## src/rtl/irg_pkg.sv

```systemverilog
// Package of constants and types shared by both ends of the identity gate
package irg_pkg;
    localparam int ID_W      = 64;
    localparam int FAM_W     = 8;
    localparam int SER_W     = 48;
    localparam int CRC_W     = 8;
    localparam int BODY_W    = FAM_W + SER_W;
    localparam int FAM_LSB   = 0;
    localparam int SER_LSB   = FAM_LSB + FAM_W;
    localparam int CRC_LSB   = SER_LSB + SER_W;
    localparam logic [7:0] CRC_POLY_REV = 8'h8c;
    localparam logic [7:0] CRC_INIT     = 8'h00;
    localparam int CNT_W     = 7;
    localparam logic [CNT_W-1:0] BIT_LAST = 7'h3f;
    localparam logic [CNT_W-1:0] BODY_LAST = 7'h37;
    // Family code value is arbitrary
    localparam logic [7:0] FAMILY_DEF = 8'h5a;
    localparam logic [47:0] SERIAL_DEF = 48'h0123_4567_89ab;
    localparam int DATA_BITS   = 16384;
    localparam int STAT_BITS   = 704;
    localparam int PAGE_BITS   = 256;
    localparam int PAGES       = DATA_BITS / PAGE_BITS;
    localparam int PAGE_W      = 6;
    localparam int MEM_CMDS    = 5;
    typedef enum logic [1:0] {
        IRG_ROM_READ, IRG_ROM_MATCH, IRG_ROM_SEARCH, IRG_ROM_SKIP
    } irg_rom_cmd_t;
    typedef enum logic [2:0] {
        IRG_MEM_READ, IRG_MEM_READ_STAT, IRG_MEM_WRITE,
        IRG_MEM_WRITE_STAT, IRG_MEM_READ_CRC
    } irg_mem_cmd_t;
    // Serial check step, LSB first
    function automatic logic [7:0] irg_crc_step(input logic [7:0] c,
                                                 input logic b);
        logic fb;
        fb = c[0] ^ b;
        irg_crc_step = (c >> 1) ^ (fb ? CRC_POLY_REV : 8'h00);
    endfunction
endpackage

```

## src/rtl/irg_link_if.sv

```systemverilog
// Interface joining the bus master end and the identity device end
`timescale 1ns/1ps
`default_nettype none
interface irg_link_if;
    logic                 rom_valid;
    irg_pkg::irg_rom_cmd_t rom_cmd;
    logic [63:0]          match_id;
    logic                 mem_valid;
    irg_pkg::irg_mem_cmd_t mem_cmd;
    logic                 id_req;
    logic                 bit_valid;
    logic                 bit_data;
    logic                 mem_ok;
    logic                 mem_refused;
    logic                 rom_done;
    logic                 selected;
    logic                 prog_v;
    modport dev  (input rom_valid, rom_cmd, match_id, mem_valid, mem_cmd,
                  id_req, prog_v,
                  output bit_valid, bit_data, mem_ok, mem_refused,
                  rom_done, selected);
    modport host (output rom_valid, rom_cmd, match_id, mem_valid, mem_cmd,
                  id_req, prog_v,
                  input bit_valid, bit_data, mem_ok, mem_refused,
                  rom_done, selected);
endinterface
`default_nettype wire

```

## src/rtl/irg_device.sv

```systemverilog
// Identity device end: id code, check byte, command gate, program guard
// Function
// [RULE1] Hold 64-bit id: family, serial, check
// [RULE2] Serial sits after family, unique per part
// [RULE3] Top byte checks the lower 56 bits
// [RULE4] Polynomial x8 + x5 + x4 + 1
// [RULE5] Accumulator starts at zero
// [RULE6] Family LSB first, then serial bits
// [RULE7] After serial, accumulator equals check byte
// [RULE8] Shifting check byte in yields zero
// [RULE9] Memory commands refused before ROM selection
// [RULE10] Master opens with one of four ROM commands
// [RULE11] After selection accept five memory commands
// [RULE12] ROM commands single out one device
// [RULE13] Bits move least significant first
// [RULE14] Flag raised while programming voltage present
// [RULE15] Master pulses programming voltage after commands
// [RULE16] Programming only clears ones to zero
// [RULE17] 16384 data bits plus 704 status bits
// [RULE18] Sixty-four addressable pages of 256 bits
// [RULE19] Protected pages refuse further programming
// [RULE20] Xor with low bit, shift right, tap inject
`timescale 1ns/1ps
`default_nettype none
module irg_device
    import irg_pkg::*;
#(
    parameter logic [47:0] SERIAL = irg_pkg::SERIAL_DEF,
    parameter logic [7:0]  FAMILY = irg_pkg::FAMILY_DEF
) (
    // Clock and reset
    input  wire logic          CORE_CLK,
    input  wire logic          RESET,
    // Link
    irg_link_if.dev            LINK,
    // Program request from local store
    input  wire logic          PROG_REQ,
    input  wire logic [5:0]    PROG_PAGE,
    input  wire logic [7:0]    PROG_OLD,
    input  wire logic [7:0]    PROG_NEW,
    input  wire logic          PAGE_LOCK,
    // Status
    output logic [7:0]         PROG_RESULT,
    output logic               PROG_DONE,
    output logic               PROG_FLAG,
    output logic               ID_CHECK_OK,
    output logic [63:0]        ID_CODE
);
    import irg_pkg::*;

    logic [7:0]       crc_ff;
    logic [CNT_W-1:0] idx_ff;
    logic             busy_ff;
    logic             sel_ff;
    logic             done_ff;
    logic             ok_ff;
    logic             pv_s1_ff;
    logic             pv_s2_ff;
    logic [7:0]       res_ff;
    logic             pdone_ff;
    logic             bv_ff;
    logic             bd_ff;
    logic             ref_ff;
    logic             mok_ff;

    wire [55:0] id_body = {SERIAL, FAMILY};                // RULE1 RULE2
    // Check byte worked out at elaboration with the same step as the link
    function automatic logic [7:0] body_crc(input logic [55:0] b);
        logic [7:0] c;
        c = CRC_INIT;                                       // RULE5
        for (int i = 0; i < BODY_W; i++) begin
            c = irg_crc_step(c, b[i]);                      // RULE6 RULE20
        end
        body_crc = c;                                       // RULE7
    endfunction
    wire [7:0]  id_crc  = body_crc(id_body);               // RULE3 RULE4
    wire [63:0] id_full = {id_crc, id_body};
    assign ID_CODE = id_full;

    wire cur_bit   = id_full[idx_ff[5:0]];                 // RULE13
    wire [7:0] nxt_crc = irg_crc_step(crc_ff, cur_bit);
    wire last_bit  = (idx_ff == BIT_LAST);
    wire is_match  = (LINK.rom_cmd == IRG_ROM_MATCH);
    wire is_read   = (LINK.rom_cmd == IRG_ROM_READ) ||
                     (LINK.rom_cmd == IRG_ROM_SEARCH);
    // Match selects only when the master code equals ours
    wire rom_sel   = is_match ? (LINK.match_id == id_full) : 1'b1; // RULE12
    wire mem_take  = LINK.mem_valid && sel_ff;              // RULE9 RULE11
    wire mem_block = LINK.mem_valid && !sel_ff;             // RULE9
    // Programming only ever clears bits; locked pages keep the old byte
    // Arrays live outside; the page index must name one of the pages
    wire page_in_range = ({1'b0, PROG_PAGE} < 7'(PAGES));   // RULE17 RULE18
    wire prog_ok   = PROG_REQ && pv_s2_ff && !PAGE_LOCK &&
                     page_in_range;                         // RULE14 RULE19
    wire [7:0] prog_val = prog_ok ? (PROG_OLD & PROG_NEW) : PROG_OLD; // RULE16

    always_ff @(posedge CORE_CLK) begin
        if (RESET) begin
            crc_ff  <= CRC_INIT;
            idx_ff  <= '0;
            busy_ff <= 1'b0;
            sel_ff  <= 1'b0;
            done_ff <= 1'b0;
            ok_ff   <= 1'b0;
            bv_ff   <= 1'b0;
            bd_ff   <= 1'b0;
        end else begin
            done_ff <= 1'b0;
            bv_ff   <= 1'b0;
            if (LINK.rom_valid && !busy_ff) begin
                sel_ff  <= rom_sel;
                done_ff <= !is_read;
                busy_ff <= is_read || LINK.id_req;
                idx_ff  <= '0;
                crc_ff  <= CRC_INIT;                        // RULE5
            end else if (busy_ff) begin
                bv_ff   <= 1'b1;
                bd_ff   <= cur_bit;                         // RULE13
                crc_ff  <= nxt_crc;                         // RULE20
                idx_ff  <= idx_ff + 7'h01;
                if (last_bit) begin
                    busy_ff <= 1'b0;
                    done_ff <= 1'b1;
                    ok_ff   <= (nxt_crc == CRC_INIT);       // RULE8
                end
            end
        end
    end

    // Programming voltage detect is asynchronous, so it is synchronised
    always_ff @(posedge CORE_CLK) begin
        if (RESET) begin
            pv_s1_ff <= 1'b0;
            pv_s2_ff <= 1'b0;
            res_ff   <= '0;
            pdone_ff <= 1'b0;
            ref_ff   <= 1'b0;
            mok_ff   <= 1'b0;
        end else begin
            pv_s1_ff <= LINK.prog_v;
            pv_s2_ff <= pv_s1_ff;                           // RULE14
            pdone_ff <= PROG_REQ;
            if (PROG_REQ) begin
                res_ff <= prog_val;                         // RULE16
            end
            ref_ff <= mem_block;                            // RULE9
            mok_ff <= mem_take;                             // RULE11
        end
    end

    assign LINK.bit_valid   = bv_ff;
    assign LINK.bit_data    = bd_ff;
    assign LINK.rom_done    = done_ff;
    assign LINK.selected    = sel_ff;
    assign LINK.mem_ok      = mok_ff;
    assign LINK.mem_refused = ref_ff;
    assign PROG_RESULT = res_ff;
    assign PROG_DONE   = pdone_ff;
    assign PROG_FLAG   = pv_s2_ff;
    assign ID_CHECK_OK = ok_ff;
endmodule
`default_nettype wire

```

## src/flat_wrapper.sv

```systemverilog
// flat-port wrapper written by rule: the top's interface ports become plain ports
module irg_device_flat import irg_pkg::*;
#(
    parameter logic [47:0] SERIAL = irg_pkg::SERIAL_DEF,
    parameter logic [7:0]  FAMILY = irg_pkg::FAMILY_DEF
)
  (CORE_CLK, RESET, PROG_REQ, PROG_PAGE, PROG_OLD, PROG_NEW, PAGE_LOCK, PROG_RESULT, PROG_DONE, PROG_FLAG, ID_CHECK_OK, ID_CODE, LINK_rom_valid, LINK_rom_cmd, LINK_match_id, LINK_mem_valid, LINK_mem_cmd, LINK_id_req, LINK_prog_v, LINK_bit_valid, LINK_bit_data, LINK_mem_ok, LINK_mem_refused, LINK_rom_done, LINK_selected);
  irg_link_if LINK_i ();
  input  wire logic CORE_CLK;
  input  wire logic RESET;
  input  wire logic PROG_REQ;
  input  wire logic [5:0] PROG_PAGE;
  input  wire logic [7:0] PROG_OLD;
  input  wire logic [7:0] PROG_NEW;
  input  wire logic PAGE_LOCK;
  output logic [7:0] PROG_RESULT;
  output logic PROG_DONE;
  output logic PROG_FLAG;
  output logic ID_CHECK_OK;
  output logic [63:0] ID_CODE;
  input wire logic [$bits(LINK_i.rom_valid)-1:0] LINK_rom_valid;
  input wire logic [$bits(LINK_i.rom_cmd)-1:0] LINK_rom_cmd;
  input wire logic [$bits(LINK_i.match_id)-1:0] LINK_match_id;
  input wire logic [$bits(LINK_i.mem_valid)-1:0] LINK_mem_valid;
  input wire logic [$bits(LINK_i.mem_cmd)-1:0] LINK_mem_cmd;
  input wire logic [$bits(LINK_i.id_req)-1:0] LINK_id_req;
  input wire logic [$bits(LINK_i.prog_v)-1:0] LINK_prog_v;
  output wire logic [$bits(LINK_i.bit_valid)-1:0] LINK_bit_valid;
  output wire logic [$bits(LINK_i.bit_data)-1:0] LINK_bit_data;
  output wire logic [$bits(LINK_i.mem_ok)-1:0] LINK_mem_ok;
  output wire logic [$bits(LINK_i.mem_refused)-1:0] LINK_mem_refused;
  output wire logic [$bits(LINK_i.rom_done)-1:0] LINK_rom_done;
  output wire logic [$bits(LINK_i.selected)-1:0] LINK_selected;
  assign LINK_i.rom_valid = LINK_rom_valid;
  assign LINK_i.rom_cmd = LINK_rom_cmd;
  assign LINK_i.match_id = LINK_match_id;
  assign LINK_i.mem_valid = LINK_mem_valid;
  assign LINK_i.mem_cmd = LINK_mem_cmd;
  assign LINK_i.id_req = LINK_id_req;
  assign LINK_i.prog_v = LINK_prog_v;
  assign LINK_bit_valid = LINK_i.bit_valid;
  assign LINK_bit_data = LINK_i.bit_data;
  assign LINK_mem_ok = LINK_i.mem_ok;
  assign LINK_mem_refused = LINK_i.mem_refused;
  assign LINK_rom_done = LINK_i.rom_done;
  assign LINK_selected = LINK_i.selected;
  irg_device #(.SERIAL(SERIAL), .FAMILY(FAMILY)) u_core (.CORE_CLK(CORE_CLK), .RESET(RESET), .LINK(LINK_i), .PROG_REQ(PROG_REQ), .PROG_PAGE(PROG_PAGE), .PROG_OLD(PROG_OLD), .PROG_NEW(PROG_NEW), .PAGE_LOCK(PAGE_LOCK), .PROG_RESULT(PROG_RESULT), .PROG_DONE(PROG_DONE), .PROG_FLAG(PROG_FLAG), .ID_CHECK_OK(ID_CHECK_OK), .ID_CODE(ID_CODE));
endmodule
```

## config.mk

```make
export PLATFORM = sky130hd
export DESIGN_NAME = irg_device_flat
export DESIGN_NICKNAME = d
export VERILOG_FILES = /design/src/rtl/irg_pkg.sv /design/src/rtl/irg_link_if.sv /design/src/rtl/irg_device.sv /design/src/flat_wrapper.sv
export SDC_FILE = /design/constraint.sdc
export NUM_CORES = 1
export LEC_CHECK = 0
export BUFFER_PORTS_ARGS = -buffer_cell sky130_fd_sc_hd__buf_4
export CORE_MARGIN = 2
export CORE_UTILIZATION = 40
export DETAILED_ROUTE_END_ITERATION = 6
export PLACE_DENSITY = 0.86
export SLEW_MARGIN = 0
export SYNTH_ARGS = -nofsm -noshare
export SYNTH_HDL_FRONTEND = slang
export SYNTH_SLANG_ARGS = --single-unit
```

## constraint.sdc

```tcl
create_clock -name CORE_CLK -period 3.2 [get_ports CORE_CLK]
set_input_delay 0.48 -clock CORE_CLK [delete_from_list [all_inputs] [get_ports CORE_CLK]]
set_output_delay 0.48 -clock CORE_CLK [all_outputs]
set_load 0.1 [all_outputs]
```

==> impl_metrics.csv <==
group,metric,value,unit
status,status,"finished, final reports clean",
floorplanning,rows,27,
sta,slew_viol_final,0,
routing,first_pass_iters,4,
clocking,cts-root-buf,"clkbuf_8",
floorplanning,core,5608,um^2
floorplanning,die_area,6507,um^2
routing,routed_wl,5.691,mm
routing,vias,2071,
clocking,cts_buffer_depth,2,
setup_path,path_class,"flop to flop",
power_and_ir_drop,clockPowerShare,0.229,
yosys,synth_edf_count,0,
placement,dp.cells,442,
sta,rsz0062_at_grt,"no",
clocking,ctsResizeCount,0,
clocking,cts_buffers,5,
sta,fmax,0.3797,GHz
clocking,cts_tree,"yes",
clocking,cts.sinks,35,
placement,io_buffers,106,
yosys,synth_area_leader_cell,"dfxtp_1",
floorplanning,die_w,80.67,um
sta,finalSetupViolCount,0,
yosys,syn_area_per_cell,8.643,um^2
yosys,synth_warnings,0,
power_and_ir_drop,peakVddDrop,0.3156,mV
global_routing,grt_pass1_vias,1945,
routing,wl_per_cell,12.65,um
cells_and_area,stdcell_count,450,
power_and_ir_drop,leakage,1.407,nW
power_and_ir_drop,combPwrFrac,0.430,
setup_path,critPathSlowestCell,"dfxtp_1",
cells_and_area,nNetsFinal,484,
clocking,post_cts_buffers,0,
sta,skew,0.003090,ns
sta,hold_viol,0,
routing,initialDrtViolationCount,64,
power_and_ir_drop,swShare,0.4708,
cells_and_area,layout-drive-gt1-share,0.3228,
placement,place_congestion,0.8237,
yosys,yosysTopAreaCellShare,0.2980,
clocking,ctsHoldBuffers,0,
yosys,netlist_area,2351,um^2
setup_path,max_stage_delay,0.58,ns
sta,setup_tns,0,ns
sta,period_share,0.8231,
global_routing,grt_antenna_before_repair,0,
cells_and_area,area_growth,29.96,%
sta,min_period,2.634,ns
power_and_ir_drop,switching_power,0.6419,mW
power_and_ir_drop,pwr-share-seq,0.340,
setup_path,critPathCaptureType,"flop",
yosys,seq_area_frac_synth,0.2980,
yosys,synth-seq-cells,35,
placement,dp_hpwl,4.687,mm
clocking,clk_pin_slew,0.07,ns
clocking,cts_max_level,2,
sta,slew_headroom,0.6388,
floorplanning,io_pins,180,
routing,ant_nets,0,
yosys,synthCells,272,
power_and_ir_drop,power-per-cell-area,446.2,nW/um^2
floorplanning,start_util,0.4192,
setup_path,cp-start-kind,"flop",
setup_path,cp_max_fo,14,
floorplanning,fp.dieH,80.67,um
power_and_ir_drop,p_int,0.7215,mW
global_routing,grt_max_degree,26,
setup_path,arrival,2.82,ns
global_routing,globalRouteTotalUtil,0.1736,
global_routing,grt_pass1_wl,8.714,mm
sta,worstMarginPinSlew,0.5343,ns
global_routing,grt-ovfl-total,0,
min_path,hp-class,"input pin to flop",
cells_and_area,fillerInstances,535,
run,drv_cap,0,
clocking,clk-insertion-delay-late,0.29,ns
cells_and_area,antenna_cells,0,
routing,via_per_inst,4.602,
yosys,ys.flop_type,"dfxtp_1",
routing,drc_errors,0,
yosys,synthTopCellsByArea,"dfxtp_1 (30%), buf_4 (21%), ha_1 (4.3%)",
setup_path,crit_chain,"nor2b_2, or2_1, a21oi_1, ha_1, and4b_1, a31oi_1, o211ai_1, mux2i_1, o32ai_1, mux2_2",
yosys,synthArstFlopShare,0,
setup_path,cp.required,3.38,ns
yosys,ys_types,45,
[power by group through the flow]
stage | Sequential, mW | Clock (mW) | Combinational (mW)
floorplan | 0.547 | 0 | 0.454
global placement | 0.473 | 0 | 0.579
detailed placement | 0.474 | 0 | 0.584
CTS | 0.464 | 0.322 | 0.585
global route | 0.466 | 0.347 | 0.608
finish | 0.464 | 0.313 | 0.587
[logic make-up (layout without fill, tap and decap cells)]
family,count (synthesis),in the layout,share of synthesized area
AOI/OAI and AO/OA,43,43,0.1139
xor gates and xnor gates,9,9,0.03353
adders and majority gates,8,8,0.04258
buffers and inverters,79,123,0.2315
DFF,35,35,0.2980
muxes,10,10,0.04311
other,2,64,0.003194
and+or+nand+nor,86,86,0.2342
[registers in the layout, summed over array words and instances (netlist names)]
name / cells
u_core.LINK.bit_valid: 1
u_core.busy_ff: 1
u_core.PROG_DONE: 1
u_core.cur_bit: 1
u_core.idx_ff: 7
u_core.LINK.bit_data: 1
u_core.LINK.mem_ok: 1
u_core.LINK.mem_refused: 1
u_core.LINK.rom_done: 1
u_core.ID_CHECK_OK: 1
u_core.PROG_FLAG: 1
u_core.PROG_RESULT: 8
u_core.pv_s1_ff: 1
u_core.LINK.selected: 1
u_core.crc_ff: 8
[layer usage]
layer,vias up,share of wire,global-route usage
met4,0,0.014,0.07288
met5,-,0,0
met1,933,0.42,0.2094
met3,8,0.094,0.04270
met2,93,0.47,0.2925
li1,1037,-,-
[cells in the final DEF (no fill, tap or decap), drive strengths merged, types with 4 or more instances in the layout]
cell,synthesis,layout
nor4bb,4,4
nor3,7,7
ha,8,8
clkbuf,3,6
o21ai,5,5
nand2,8,8
nor4b,6,6
a21oi,19,19
o31ai,4,4
nor2b,6,6
inv,6,6
nand4,6,6
mux2i,9,9
dfxtp,35,35
nor2,14,14
nand2b,11,11
xnor2,6,6
o211ai,9,9
conb,2,64
buf,70,109
[per-stage QoR]
stage	hold slack, ns	total power [mW]	util	worst slack [ns]	cell area (um^2)
final	0.4179	1.363	0.5448	0.5661	3055
after global routing	0.4305	1.420	0.5448	0.3085	3055
after CTS	0.4104	1.371	0.5448	0.5778	3055
after detailed placement	0.4365	1.058	0.5297	0.4622	2970
after global placement	0.4284	1.053	0.5297	0.5343	2970
after floorplan	0.4138	1.001	-	0.7219	2584
[cells in the mapped netlist (all sizes together) (2+ instances only)]
cell type and count:
nor2 14, a21oi 19, xnor2 6, ha 8, nor3b 2, or3 3, a211oi 2, nand2b 11
mux2i 9, or4b 3, xor2 3, nor4 3, o21ai 5, nand4 6, nand3b 2, dfxtp 35
nor3 7, nor2b 6, conb 2, clkbuf 3, nand2 8, buf 70, o211ai 9, inv 6
nor4bb 4, nand3 3, and4b 3, nor4b 6, o31ai 4
[cell type report]
| class | instances | area, um^2 | share of cell area |
|---|---|---|---|
| Sequential cell | 35 | 700.7 | 0.2293 |
| Timing Repair Buffer | 109 | 818.3 | 0.2678 |
| Multi-Input combinational cell | 220 | 1339 | 0.4382 |
| Inverter | 6 | 22.52 | 0.007371 |
| Clock inverter | 2 | 12.51 | 0.004095 |
| Tap cell | 72 | 90.09 | 0.02948 |
| Clock buffer | 6 | 72.57 | 0.02375 |
[final timing paths]
path         depth (start not counted)  slack (ns)          endpoint             from
max                                 10        0.57    u_core.cur_bit   u_core.busy_ff
min                                  2        0.42  u_core.idx_ff[0]   LINK_rom_valid
max reg2reg                         10        0.57    u_core.cur_bit   u_core.busy_ff
min reg2reg                          1        0.45  u_core.PROG_FLAG  u_core.pv_s1_ff
[critical path, delay by kind of cell (launching register included)]
family	cells	cell delay, ns
muxes	2	0.42
DFF	1	0.58
and+or+nand+nor	3	0.55
adders and majority gates	1	0.28
AOI/OAI and AO/OA	4	0.70
Power figures use the tool's default switching activity.
